`config.mk`:
```
export PLATFORM = sky130hd
export DESIGN_NAME = watchdog_wakeup_unit
export DESIGN_NICKNAME = d
export VERILOG_FILES = /design/src/wwu_pkg.sv /design/src/pin_wake_filter.sv /design/src/watchdog_wakeup_unit.sv
export SDC_FILE = /design/constraint.sdc
export NUM_CORES = 1
export LEC_CHECK = 0
export BUFFER_PORTS_ARGS = -buffer_cell sky130_fd_sc_hd__buf_2
export CORE_MARGIN = 4
export CORE_UTILIZATION = 60
export CTS_BUF_LIST = sky130_fd_sc_hd__clkbuf_4 sky130_fd_sc_hd__clkbuf_8
export DETAILED_ROUTE_END_ITERATION = 7
export PLACE_DENSITY = 0.77
export SLEW_MARGIN = 20
export SYNTH_ARGS = -nofsm -noshare
export SYNTH_HDL_FRONTEND = slang
export SYNTH_SLANG_ARGS = --single-unit
```
`constraint.sdc`:
```
create_clock -name sys_clk_in -period 3.35 [get_ports sys_clk_in]
set_input_delay 0.67 -clock sys_clk_in [delete_from_list [all_inputs] [get_ports sys_clk_in]]
set_output_delay 0.67 -clock sys_clk_in [all_outputs]
set_load 0.01 [all_outputs]
```
`src/wwu_pkg.sv`:
```
// constants, register map and carrier types of the watchdog and wakeup unit
package wwu_pkg;
  localparam int SLOW_DIV = 500;
  localparam logic [8:0] SLOW_DIV_LAST = 9'(SLOW_DIV - 1);
  localparam logic [7:0] SFR_DATA_HIGH = 8'hab;
  localparam logic [7:0] SFR_DATA_LOW = 8'hac;
  localparam logic [7:0] SFR_CONTROL = 8'had;
  localparam logic [7:0] SFR_TICK_DIV = 8'hb5;
  localparam logic [7:0] DATA_RST = 8'h00;
  localparam logic [7:0] TICK_DIV_RST = 8'h03;
  localparam int CTRL_BUSY_BIT = 4;
  localparam int CTRL_WR_BIT = 3;
  localparam logic [2:0] IA_WDOG = 3'h0;
  localparam logic [2:0] IA_TIMER_HIGH = 3'h1;
  localparam logic [2:0] IA_LATCH_LOW = 3'h2;
  localparam logic [2:0] IA_TIMER_COUNT = 3'h3;
  localparam logic [2:0] IA_WAKE_A = 3'h4;
  localparam logic [2:0] IA_WAKE_B = 3'h5;
  localparam int NUM_PINS = 6;
  localparam int PINS_CFG_A = 4;
  localparam int STAT_TIMER_BIT = 8;
  localparam int DEB_LATCH_LSB = 8;
  localparam logic [1:0] EDGE_RISE_BIT = 2'h1;
  localparam logic [1:0] EDGE_FALL_BIT = 2'h2;

  typedef struct packed {
    logic [7:0] addr;
    logic wr;
    logic rd;
    logic [7:0] wdata;
  } sfr_req_s;

  typedef struct packed {
    logic [1:0] edge_sel;
    logic [1:0] deb_sel;
  } pin_cfg_s;

  // debounce code to number of stable pulses
  function automatic logic [6:0] deb_limit(input logic [1:0] code);
    case (code)
      2'h0: deb_limit = 7'h00;
      2'h1: deb_limit = 7'h02;
      2'h2: deb_limit = 7'h08;
      default: deb_limit = 7'h40;
    endcase
  endfunction : deb_limit
endpackage : wwu_pkg
```
`src/pin_wake_filter.sv`:
```
// per-pin debounce filter and edge detector for pin wakeup
`timescale 1ns/1ps
module pin_wake_filter
  import wwu_pkg::*;
(
  input wire logic sys_clk_in,
  input wire logic rst_n_in,
  input wire logic slow_en_in,
  input wire logic deb_en_in,
  input wire logic pin_in,
  input wire pin_cfg_s cfg_in,
  output logic wake_evt_out
);
  typedef struct packed {
    logic filt;
    logic [6:0] cnt;
    logic d1;
    logic d2;
    logic evt;
  } filt_state_s;

  filt_state_s st_ff;
  filt_state_s nxt_st;
  logic [6:0] limit;

  always_comb begin
    nxt_st = st_ff;
    limit = deb_limit(cfg_in.deb_sel);
    nxt_st.evt = 1'b0;
    if (slow_en_in) begin
      if (pin_in == st_ff.filt) begin
        nxt_st.cnt = 7'h00;
      end else if (limit == 7'h00) begin
        nxt_st.filt = pin_in;
        nxt_st.cnt = 7'h00;
      end else if (deb_en_in) begin
        if (st_ff.cnt + 7'h01 >= limit) begin
          nxt_st.filt = pin_in;
          nxt_st.cnt = 7'h00;
        end else begin
          nxt_st.cnt = st_ff.cnt + 7'h01;
        end
      end
      nxt_st.d1 = st_ff.filt;
      nxt_st.d2 = st_ff.d1;
      nxt_st.evt = ((cfg_in.edge_sel & EDGE_RISE_BIT) != 2'h0 && st_ff.d1 && !st_ff.d2) ||
                   ((cfg_in.edge_sel & EDGE_FALL_BIT) != 2'h0 && !st_ff.d1 && st_ff.d2);
    end
  end

  always_ff @(posedge sys_clk_in) begin
    if (!rst_n_in) begin
      st_ff <= '0;
    end else begin
      st_ff <= nxt_st;
    end
  end

  assign wake_evt_out = st_ff.evt;
endmodule : pin_wake_filter

```
`src/watchdog_wakeup_unit.sv`:
```
// watchdog, wakeup timer and pin wakeup behind three indirect sfrs, tick divider in its own direct sfr
`timescale 1ns/1ps
module watchdog_wakeup_unit
  import wwu_pkg::*;
(
  input wire logic sys_clk_in,
  input wire logic rst_n_in,
  input wire sfr_req_s sfr_req_in,
  output logic [7:0] sfr_rdata_out,
  input wire logic [NUM_PINS-1:0] port0_pin_in,
  output logic slow_clock_out,
  output logic wakeup_interrupt_out,
  output logic wakeup_out,
  output logic mcu_reset_out
);
  typedef struct packed {
    logic [7:0] rdata;
    logic [7:0] data_high;
    logic [7:0] data_low;
    logic ctrl_wr;
    logic [2:0] ctrl_addr;
    logic pending;
    logic [7:0] tick_div;
    logic [8:0] div_cnt;
    logic slow_clk;
    logic [7:0] tick_cnt;
    logic [3:0] deb_cnt;
    logic [3:0] deb_latch;
    logic wd_active;
    logic [15:0] wd_cnt;
    logic wd_fire;
    logic rtc_en;
    logic [23:0] rtc_cnt;
    logic [23:0] rtc_latch;
    logic rtc_evt;
    logic stat_timer;
    logic [NUM_PINS-1:0] stat_pins;
    logic [NUM_PINS*4-1:0] pin_cfg;
  } unit_state_s;

  // mcu write into the indirect control sfr
  function automatic logic is_ctrl_write(input sfr_req_s r);
    return r.wr && (r.addr == SFR_CONTROL);
  endfunction : is_ctrl_write

  // the two status targets share one read
  function automatic logic is_status_addr(input logic [2:0] a);
    return (a == IA_WAKE_A) || (a == IA_WAKE_B);
  endfunction : is_status_addr

  // mcu side byte read, unmapped reads as zero
  function automatic logic [7:0] sfr_read_byte(input unit_state_s s, input logic [7:0] a);
    logic [7:0] b;
    case (a)
      SFR_DATA_HIGH: begin
        b = s.data_high;
      end
      SFR_DATA_LOW: begin
        b = s.data_low;
      end
      SFR_CONTROL: begin
        b = {3'h0, s.pending, s.ctrl_wr, s.ctrl_addr};
      end
      SFR_TICK_DIV: begin
        b = s.tick_div;
      end
      default: begin
        b = 8'h00;
      end
    endcase
    return b;
  endfunction : sfr_read_byte

  // indirect read word presented in the data pair
  function automatic logic [15:0] ind_read_word(input unit_state_s s, input logic [2:0] a);
    logic [15:0] w;
    case (a)
      IA_WDOG: begin
        w = s.wd_cnt;
      end
      IA_TIMER_HIGH: begin
        w = {s.rtc_cnt[23:16], s.rtc_latch[23:16]};
      end
      IA_LATCH_LOW: begin
        w = s.rtc_latch[15:0];
      end
      IA_TIMER_COUNT: begin
        w = s.rtc_cnt[15:0];
      end
      // timer status bit 8, pins 5:0
      IA_WAKE_A, IA_WAKE_B: begin
        w = {7'h00, s.stat_timer, 2'h0, s.stat_pins};
      end
      // reserved targets read as zero
      default: begin
        w = 16'h0000;
      end
    endcase
    return w;
  endfunction : ind_read_word

  unit_state_s st_ff;
  unit_state_s nxt_st;
  logic slow_en;
  logic tick;
  logic deb_en;
  logic [15:0] cmd_data;
  logic [NUM_PINS-1:0] pin_evt;

  assign slow_en = (st_ff.div_cnt == SLOW_DIV_LAST);
  // tick every divider plus one
  // compare is >= so a lowered divider never waits for a counter wrap
  assign tick = slow_en && (st_ff.tick_cnt >= st_ff.tick_div);
  assign deb_en = slow_en && (st_ff.deb_cnt >= st_ff.deb_latch);
  assign cmd_data = {st_ff.data_high, st_ff.data_low};

  genvar gi;
  generate
    for (gi = 0; gi < NUM_PINS; gi++) begin : g_pin
      pin_wake_filter u_filter (
        .sys_clk_in(sys_clk_in),
        .rst_n_in(rst_n_in),
        .slow_en_in(slow_en),
        .deb_en_in(deb_en),
        .pin_in(port0_pin_in[gi]),
        .cfg_in(st_ff.pin_cfg[gi*4 +: 4]),
        .wake_evt_out(pin_evt[gi])
      );
    end
  endgenerate

  always_comb begin
    nxt_st = st_ff;
    // one-cycle pulses default low
    nxt_st.rtc_evt = 1'b0;
    nxt_st.wd_fire = 1'b0;

    // mcu side sfr access
    if (sfr_req_in.wr) begin
      case (sfr_req_in.addr)
        SFR_DATA_HIGH: begin
          nxt_st.data_high = sfr_req_in.wdata;
        end
        SFR_DATA_LOW: begin
          nxt_st.data_low = sfr_req_in.wdata;
        end
        SFR_CONTROL: begin
          nxt_st.ctrl_wr = sfr_req_in.wdata[CTRL_WR_BIT];
          nxt_st.ctrl_addr = sfr_req_in.wdata[2:0];
          nxt_st.pending = 1'b1;
        end
        SFR_TICK_DIV: begin
          // new divider applies from the next slow enable, to the count already running
          nxt_st.tick_div = sfr_req_in.wdata;
        end
        default: begin
          // other sfrs belong to other blocks
        end
      endcase
    end
    if (sfr_req_in.rd) begin
      nxt_st.rdata = sfr_read_byte(st_ff, sfr_req_in.addr);
    end

    // slow clock divider
    if (slow_en) begin
      nxt_st.div_cnt = 9'h000;
      nxt_st.slow_clk = ~st_ff.slow_clk;
      nxt_st.tick_cnt = tick ? 8'h00 : st_ff.tick_cnt + 8'h01;
      nxt_st.deb_cnt = deb_en ? 4'h0 : st_ff.deb_cnt + 4'h1;
    end else begin
      nxt_st.div_cnt = st_ff.div_cnt + 9'h001;
    end

    // both timers step on the same tick
    if (tick) begin
      if (st_ff.rtc_en) begin
        if (st_ff.rtc_cnt == 24'h000000) begin
          nxt_st.rtc_cnt = st_ff.rtc_latch;
          nxt_st.rtc_evt = 1'b1;
        end else begin
          nxt_st.rtc_cnt = st_ff.rtc_cnt - 24'h000001;
        end
      end
      if (st_ff.wd_active) begin
        if (st_ff.wd_cnt == 16'h0000) begin
          nxt_st.wd_fire = 1'b1;
        end else begin
          nxt_st.wd_cnt = st_ff.wd_cnt - 16'h0001;
        end
      end
    end

    // slow domain command capture
    // runs once per slow edge, so busy lasts at most one slow period
    if (slow_en && st_ff.pending) begin
      // a control write in this very cycle stays pending for the next slow edge
      nxt_st.pending = is_ctrl_write(sfr_req_in);
      nxt_st.wd_active = 1'b1;
      if (st_ff.ctrl_wr) begin
        case (st_ff.ctrl_addr)
          IA_WDOG: begin
            nxt_st.wd_cnt = cmd_data;
          end
          IA_TIMER_HIGH: begin
            nxt_st.deb_latch = cmd_data[DEB_LATCH_LSB +: 4];
            nxt_st.rtc_latch[23:16] = st_ff.data_low;
          end
          IA_LATCH_LOW: begin
            nxt_st.rtc_en = 1'b1;
            nxt_st.rtc_latch[15:0] = cmd_data;
            nxt_st.rtc_cnt = {st_ff.rtc_latch[23:16], cmd_data};
            nxt_st.rtc_evt = 1'b0;
          end
          IA_TIMER_COUNT: begin
            nxt_st.rtc_en = 1'b0;
          end
          IA_WAKE_A: begin
            nxt_st.pin_cfg[PINS_CFG_A*4-1:0] = cmd_data;
          end
          IA_WAKE_B: begin
            // pins 4 and 5 from the low byte
            nxt_st.pin_cfg[NUM_PINS*4-1:PINS_CFG_A*4] = st_ff.data_low;
          end
          default: begin
            // reserved targets ignored
          end
        endcase
      end else begin
        {nxt_st.data_high, nxt_st.data_low} = ind_read_word(st_ff, st_ff.ctrl_addr);
        if (is_status_addr(st_ff.ctrl_addr)) begin
          nxt_st.stat_timer = 1'b0;
          nxt_st.stat_pins = '0;
        end
      end
    end

    // sticky status, new events win over clear
    if (st_ff.rtc_evt) begin
      nxt_st.stat_timer = 1'b1;
    end
    nxt_st.stat_pins = nxt_st.stat_pins | pin_evt;
  end

  always_ff @(posedge sys_clk_in) begin
    if (!rst_n_in) begin
      st_ff <= '0;
      // data pair and divider leave reset at their set values
      st_ff.data_high <= DATA_RST;
      st_ff.data_low <= DATA_RST;
      st_ff.tick_div <= TICK_DIV_RST;
    end else begin
      st_ff <= nxt_st;
    end
  end

  assign sfr_rdata_out = st_ff.rdata;
  assign slow_clock_out = st_ff.slow_clk;
  assign wakeup_interrupt_out = st_ff.rtc_evt;
  assign wakeup_out = st_ff.rtc_evt || (st_ff.stat_pins != '0) || st_ff.stat_timer;
  // reset pulse each tick at zero
  assign mcu_reset_out = st_ff.wd_fire;
endmodule : watchdog_wakeup_unit

```
### Yosys cells after proc, flatten, opt, wreduce, memory -nomap -nowiden

Cells that the tools add are included.

| storage, ports and cells | value |
|---|---|
| register bits | 228 |
| latch bits | 0 |
| bits in writable memories | 0 |
| ROM bits | 0 |
| input port bits | 26 |
| output and inout port bits | 12 |
| word-level logic and storage cells | 297 |
| memories | 0 |

| cells by class | value |
|---|---|
| $add $sub $neg | 11 |
| multipliers | 0 |
| div/mod/pow operators | 0 |
| magnitude comparators | 8 |
| equal/unequal tests | 29 |
| shifts and indexed selects | 0 |
| muxes and demuxes | 73 |
| bitwise gates (word level) | 9 |
| reductions and logical operators | 113 |

Operators by type and width:

| cell | count |
|---|---|
| $mux W8 | 18 |
| $pmux W7 S3 | 6 |
| $mux W24 | 5 |
| $mux W16 | 7 |
| $mux W7 | 14 |
| $mux W80 | 1 |
| $pmux W16 S5 | 1 |
| $mux W17 | 3 |
| $mux W49 | 1 |
| $add A7 B1 Y7 const B | 6 |
| $ge A7 B7 Y1 | 6 |
| $logic_not A7 Y1 | 6 |
| $reduce_bool A2 Y1 | 17 |
| $eq A8 B8 Y1 const B | 4 |
| $pmux W8 S4 | 1 |
| $mux W29 | 1 |
| $logic_and A1 B1 Y1 | 28 |
| $logic_not A24 Y1 | 1 |
| $reduce_and A4 Y1 | 6 |
| $sub A24 B1 Y24 const B | 1 |
| $reduce_and A3 Y1 | 7 |
| $reduce_and A2 Y1 | 10 |
| $reduce_bool A3 Y1 | 6 |
| $logic_not A16 Y1 | 1 |
| 26 further kinds | 86 |

### Logic depth before layout (Yosys ltp)

| logic depth | value |
|---|---|
| word-level depth | 8 |
| depth in mapped cells | 12 |
| mapped depth without buffers | 12 |

### Hierarchy

A second synthesis with hierarchy kept.

| unflattened totals | value |
|---|---|
| cell total of the unflattened synthesis | 1440 |
| area total of the unflattened synthesis | 12105.4 um^2 |

By module, submodules not included:

| module | times used | cells an instance | area each (um^2) | sequential area each (um^2) |
|---|---|---|---|---|
| watchdog_wakeup_unit | 1 | 972 | 8149.1 | 3243.1 |
| pin_wake_filter | 6 | 78 | 659.4 | 220.2 |

### Least setup slack after synthesis

No wires, ideal clock.

| timing | value |
|---|---|
| kind | register to register |
| start | reg g_pin[0].u_filter.st_ff[3] in the netlist's numbering |
| end | reg g_pin[0].u_filter.st_ff[6] in the netlist's numbering |
| library setup time | 0.087 ns |
| arrival time | 2.576 ns |
| slack | 0.687 ns |
| stages on the path, launching flop included | 12 |
| path buffers | 0 |
| period minus slack after synthesis | 2.663 ns |
| cells stage by stage | dfxtp_1 -> ha_1 -> nand3_1 -> nor2_1 -> xor2_1 -> ha_1 -> inv_1 -> o31ai_1 -> or4b_2 -> a21oi_1 -> nand3_1 -> o31ai_1 |

| between the ends | value |
|---|---|
| longest elaborated chain between the ends | 6 |

RTL lines:

| element | RTL line | RTL |
|---|---|---|
| start, declared | pin_wake_filter.sv:22 | `filt_state_s st_ff;` |
| start signal, assigned | pin_wake_filter.sv:55 | `st_ff <= nxt_st;` |
| $add A7 B1 Y7 (*) | pin_wake_filter.sv:37, pin_wake_filter.sv:41 |  |
| $ge A7 B7 Y1 | pin_wake_filter.sv:37 | `if (st_ff.cnt + 7'h01 >= limit) begin` |
| $mux W7 (*) | pin_wake_filter.sv:37 |  |
| $mux W8 (*) | pin_wake_filter.sv:36 | `end else if (deb_en_in) begin` |
| $mux W8 (*) | pin_wake_filter.sv:33 | `end else if (limit == 7'h00) begin` |
| $mux W7 (*) | pin_wake_filter.sv:31 | `if (pin_in == st_ff.filt) begin` |

Every way passes the cells marked *; elsewhere a longest branch is shown, timed or not. The select of a mux whose other input is x is not followed.
A chain may end at the register's enable or synchronous reset.

### Final worst setup path

| timing | value |
|---|---|
| start | reg st_ff[107] in the netlist's numbering |
| end | reg st_ff[68] in the netlist's numbering |

| between the ends | value |
|---|---|
| longest elaborated chain between the ends | 6 |

RTL lines:

| element | RTL line | RTL |
|---|---|---|
| start, declared | watchdog_wakeup_unit.sv:102 | `unit_state_s st_ff;` |
| start signal, assigned | watchdog_wakeup_unit.sv:253 | `st_ff <= nxt_st;` |
| $ge A8 B8 Y1 (*) | watchdog_wakeup_unit.sv:113 | `assign tick = slow_en && (st_ff.tick_cnt >= st_ff.tick_div);` |
| $logic_and A1 B1 Y1 (*) | watchdog_wakeup_unit.sv:113 |  |
| $mux W24 (*) | watchdog_wakeup_unit.sv:176 | `if (tick) begin` |
| $mux W24 | watchdog_wakeup_unit.sv:201 | `case (st_ff.ctrl_addr)` |
| $mux W49 | watchdog_wakeup_unit.sv:200 | `if (st_ff.ctrl_wr) begin` |
| $mux W80 (*) | watchdog_wakeup_unit.sv:196 | `if (slow_en && st_ff.pending) begin` |

Marked as above.

==> impl_metrics.json <==
{
  "r2r_cells": 9,
  "rows": 51,
  "cts_htree_levels": 2,
  "syn_to_final_growth_pct": 10.7,
  "worst_setup_path_end_kind": "flip-flop",
  "finalPower_mw": 5.59,
  "hold_viol_final": 0,
  "syn_inst": 1507,
  "fin_ws_ns": 0.388,
  "slew_viol_final": 0,
  "place_inst": 1752,
  "timing.critical_path.buf_inv": 1,
  "avgSynthCellArea_um2": 7.93,
  "rr_startpoint": "st_ff[107]",
  "dpl.hpwl_mm": 22.0,
  "r2r_end": "st_ff[68]",
  "drive_gt1_share_pct": 11.6,
  "mostFrequentLayoutCells": "nand2_1, dfxtp_1, a21oi_1",
  "start_kind": "flip-flop",
  "post_dp_cell_area_um2": 12400,
  "cts_setup_buffers": 0,
  "synth-warning-count": 0,
  "clock.fmax_mhz": 338,
  "drv_cap": 0,
  "num_vias": 11300,
  "worstSkewPairLatency_ns": 0.55,
  "fin_nets": 1597,
  "antenna_found_initial": 0,
  "hp-start": "port0_pin_in[2]",
  "drc_errors": 0,
  "diodes": 0,
  "routedWlPerCell_um": 18.0,
  "cp-startpoint": "st_ff[107]",
  "synth_top_area_share_pct": 38.2,
  "finalCriticalPeriod_ns": 2.96,
  "powerDensity_nw_per_um2": 422,
  "fin_worst_skew_ns": 0.0230,
  "critPathKind": "reg2reg",
  "grt_pass1_wl_mm": 53.1,
  "r2r_slack_ns": 0.39,
  "required_ns": 3.78,
  "busiest_layer": "met2",
  "crit_path_max_incr_delay_ns": 0.51,
  "grt_util_met3_pct": 4.62,
  "pin_count": 38,
  "critical_path.top_delay_family": "compound AO/OA/AOI/OAI gates",
  "vias_per_cell": 6.22,
  "grt_setup_unrepaired": "no",
  "cts_max_path_buffers": 3,
  "clk_pin_slew_worst_paths_ns": 0.06,
  "synth_nets": 1576,
  "grt_max_degree": 84,
  "timing.final.crit_share_pct": 88.4,
  "die_h_um": 149,
  "drtAntennaViolNets": 0,
  "hold_path.class": "in2reg",
  "cp_cell_sequence": "inv_1 > ha_1 > nand2b_1 > a2111o_1 > a311o_1 > nand2b_1 > nor2_1 > a221oi_1 > nor2_1",
  "grtUsageTotal_pct": 29.0,
  "fin_cells": 1821,
  "fp.dieArea_um2": 22200,
  "cpMaxStageDelayCell": "nand2b_1",
  "gp_congestion": 0.942,
  "setup_tns_ns": 0,
  "synth_edf_count": 0,
  "synth_cell_type_count": 71,
  "slew_headroom_pct": 38.0,
  "grt_overflow_total": 0,
  "cp.arrival_ns": 3.40,
  "fin_area_um2": 13200,
  "yosys.area.top_type": "dfxtp_1",
  "ir_worst_vdd_uv": 323,
  "cp_num_cells": 9,
  "cts_num_sinks": 228,
  "synthArstFlopShare_pct": 0,
  "cts_buffers": 39,
  "timing.hold.ws_ns": 0.378,
  "first_pass_iters": 6,
  "yosysSeqAreaShare_pct": 38.2,
  "worst_pin_slew_ns": 0.929,
  "grt_pass1_vias": 10500,
  "final_core_util_pct": 67.8,
  "die_width_um": 149,
  "pre_cts_ws_ns": 0.287,
  "met1_usage_pct": 40.0,
  "synth_area_um2": 11900,
  "ys_seq_elements": 228,
  "wirelength_mm": 32.7,
  "mostFrequentLayoutCell": "nand2_1",
  "crit_end": "st_ff[68]",
  "cts_root_buffer": "clkbuf_8",
  "synth.area.top_cells": "dfxtp_1, nand2_1, a21oi_1",
  "grtUsageMet2_pct": 46.1,
  "synthFlopType": "dfxtp_1",
  "worst-path-max-fanout": 14,
  "cts_tree": "yes",
  "core_um2": 19500,
  "p_leak_nw": 4.76,
  "portBuffers": 37,
  "outcome": "complete, no violations",
  "finalSetupViolCount": 0,
  "start_util_pct": 61.2,
  "initialDrtViolationCount": 1196
}
-- cells by family after synthesis --
| kind of cell | after synthesis | synth area share, % |
|---|---|---|
| xor+xnor | 53 | 3.88 |
| fa+ha+maj | 43 | 4.50 |
| flops | 228 | 38.2 |
| compound gates | 391 | 19.7 |
| buf+inv | 129 | 4.34 |
| mux | 28 | 4.02 |
| simple gates | 635 | 25.4 |
-- tightest hold or removal path, cell delays in order --
cell and delay [ns]:
buf_2 0.10, nand3_1 0.06, o21ai_0 0.06
-- cells in the mapped netlist, types with 4 or more instances --
cell type / instances
a31o_2: 5
and2_1: 6
a32oi_1: 6
nand2_1: 237
clkbuf_1: 74
xnor2_1: 30
buf_4: 8
o211ai_1: 4
or4_1: 14
nand3b_1: 18
o22ai_1: 10
ha_1: 43
o21ai_1: 5
nor3_1: 32
a22oi_1: 5
a221oi_1: 8
nand2b_1: 18
nor2_1: 136
dfxtp_1: 228
mux2i_1: 12
mux4_2: 16
o31ai_1: 14
nand4_1: 8
nand3_1: 77
xor2_1: 23
a31oi_1: 12
a21oi_1: 177
inv_1: 40
o21ai_0: 81
nor4_1: 15
and3_1: 12
or3_1: 21
nor2b_1: 12
nor3b_1: 6
a222oi_1: 8
or2_2: 5
a211oi_1: 14
a311oi_1: 11
o41ai_1: 4
-- area by class of cell --
type                    count  area (um2)
clock buffers              63         811
clock inverters             6        55.1
fillers                  1661        6300
inverters                  41         156
multi-input cells        1150        6880
flip-flops and latches    228        4560
well taps                 265         332
repair buffers             68         430
-- per-layer routing --
layer  wire, um  up-vias
li1           -     5453
met1      14200     5324
met2      14900      477
met3       2600       76
met4       1030        0
met5          0        -
-- flip-flops by register name, indices dropped and copies added, names as in the netlist --
name	cells
cmd_data	16
g_pin.u_filter.st_ff	60
g_pin.u_filter.wake_evt_out	6
mcu_reset_out	1
sfr_rdata_out	8
slow_clock_out	1
st_ff	135
wakeup_interrupt_out	1
-- where the power goes --
| group | total, mW | switching (mW) | internal, mW |
|---|---|---|---|
| Sequential | 2.72 | 0.00490 | 2.72 |
| Clock | 2.76 | 1.15 | 1.61 |
| Combinational | 0.113 | 0.0829 | 0.0306 |
| Total | 5.59 | 1.24 | 4.35 |
-- worst min-delay path by stage --
stage                                   to  slack (ns)  cells past startpoint
4_1_cts        g_pin[2].u_filter.st_ff[10]        0.36                      3
2_1_floorplan                    st_ff[24]        0.41                      2
5_1_grt        g_pin[2].u_filter.st_ff[10]        0.39                      3
3_5_place_dp                     st_ff[27]        0.43                      2
3_3_place_gp                     st_ff[26]        0.43                      2
6_report       g_pin[2].u_filter.st_ff[10]        0.38                      3
-- repair_timing --
item,CTS,global route
setup endpoints to repair,0,1
hold buffers,0,0
resized for setup,0,1
Power figures use the tool's default switching activity.
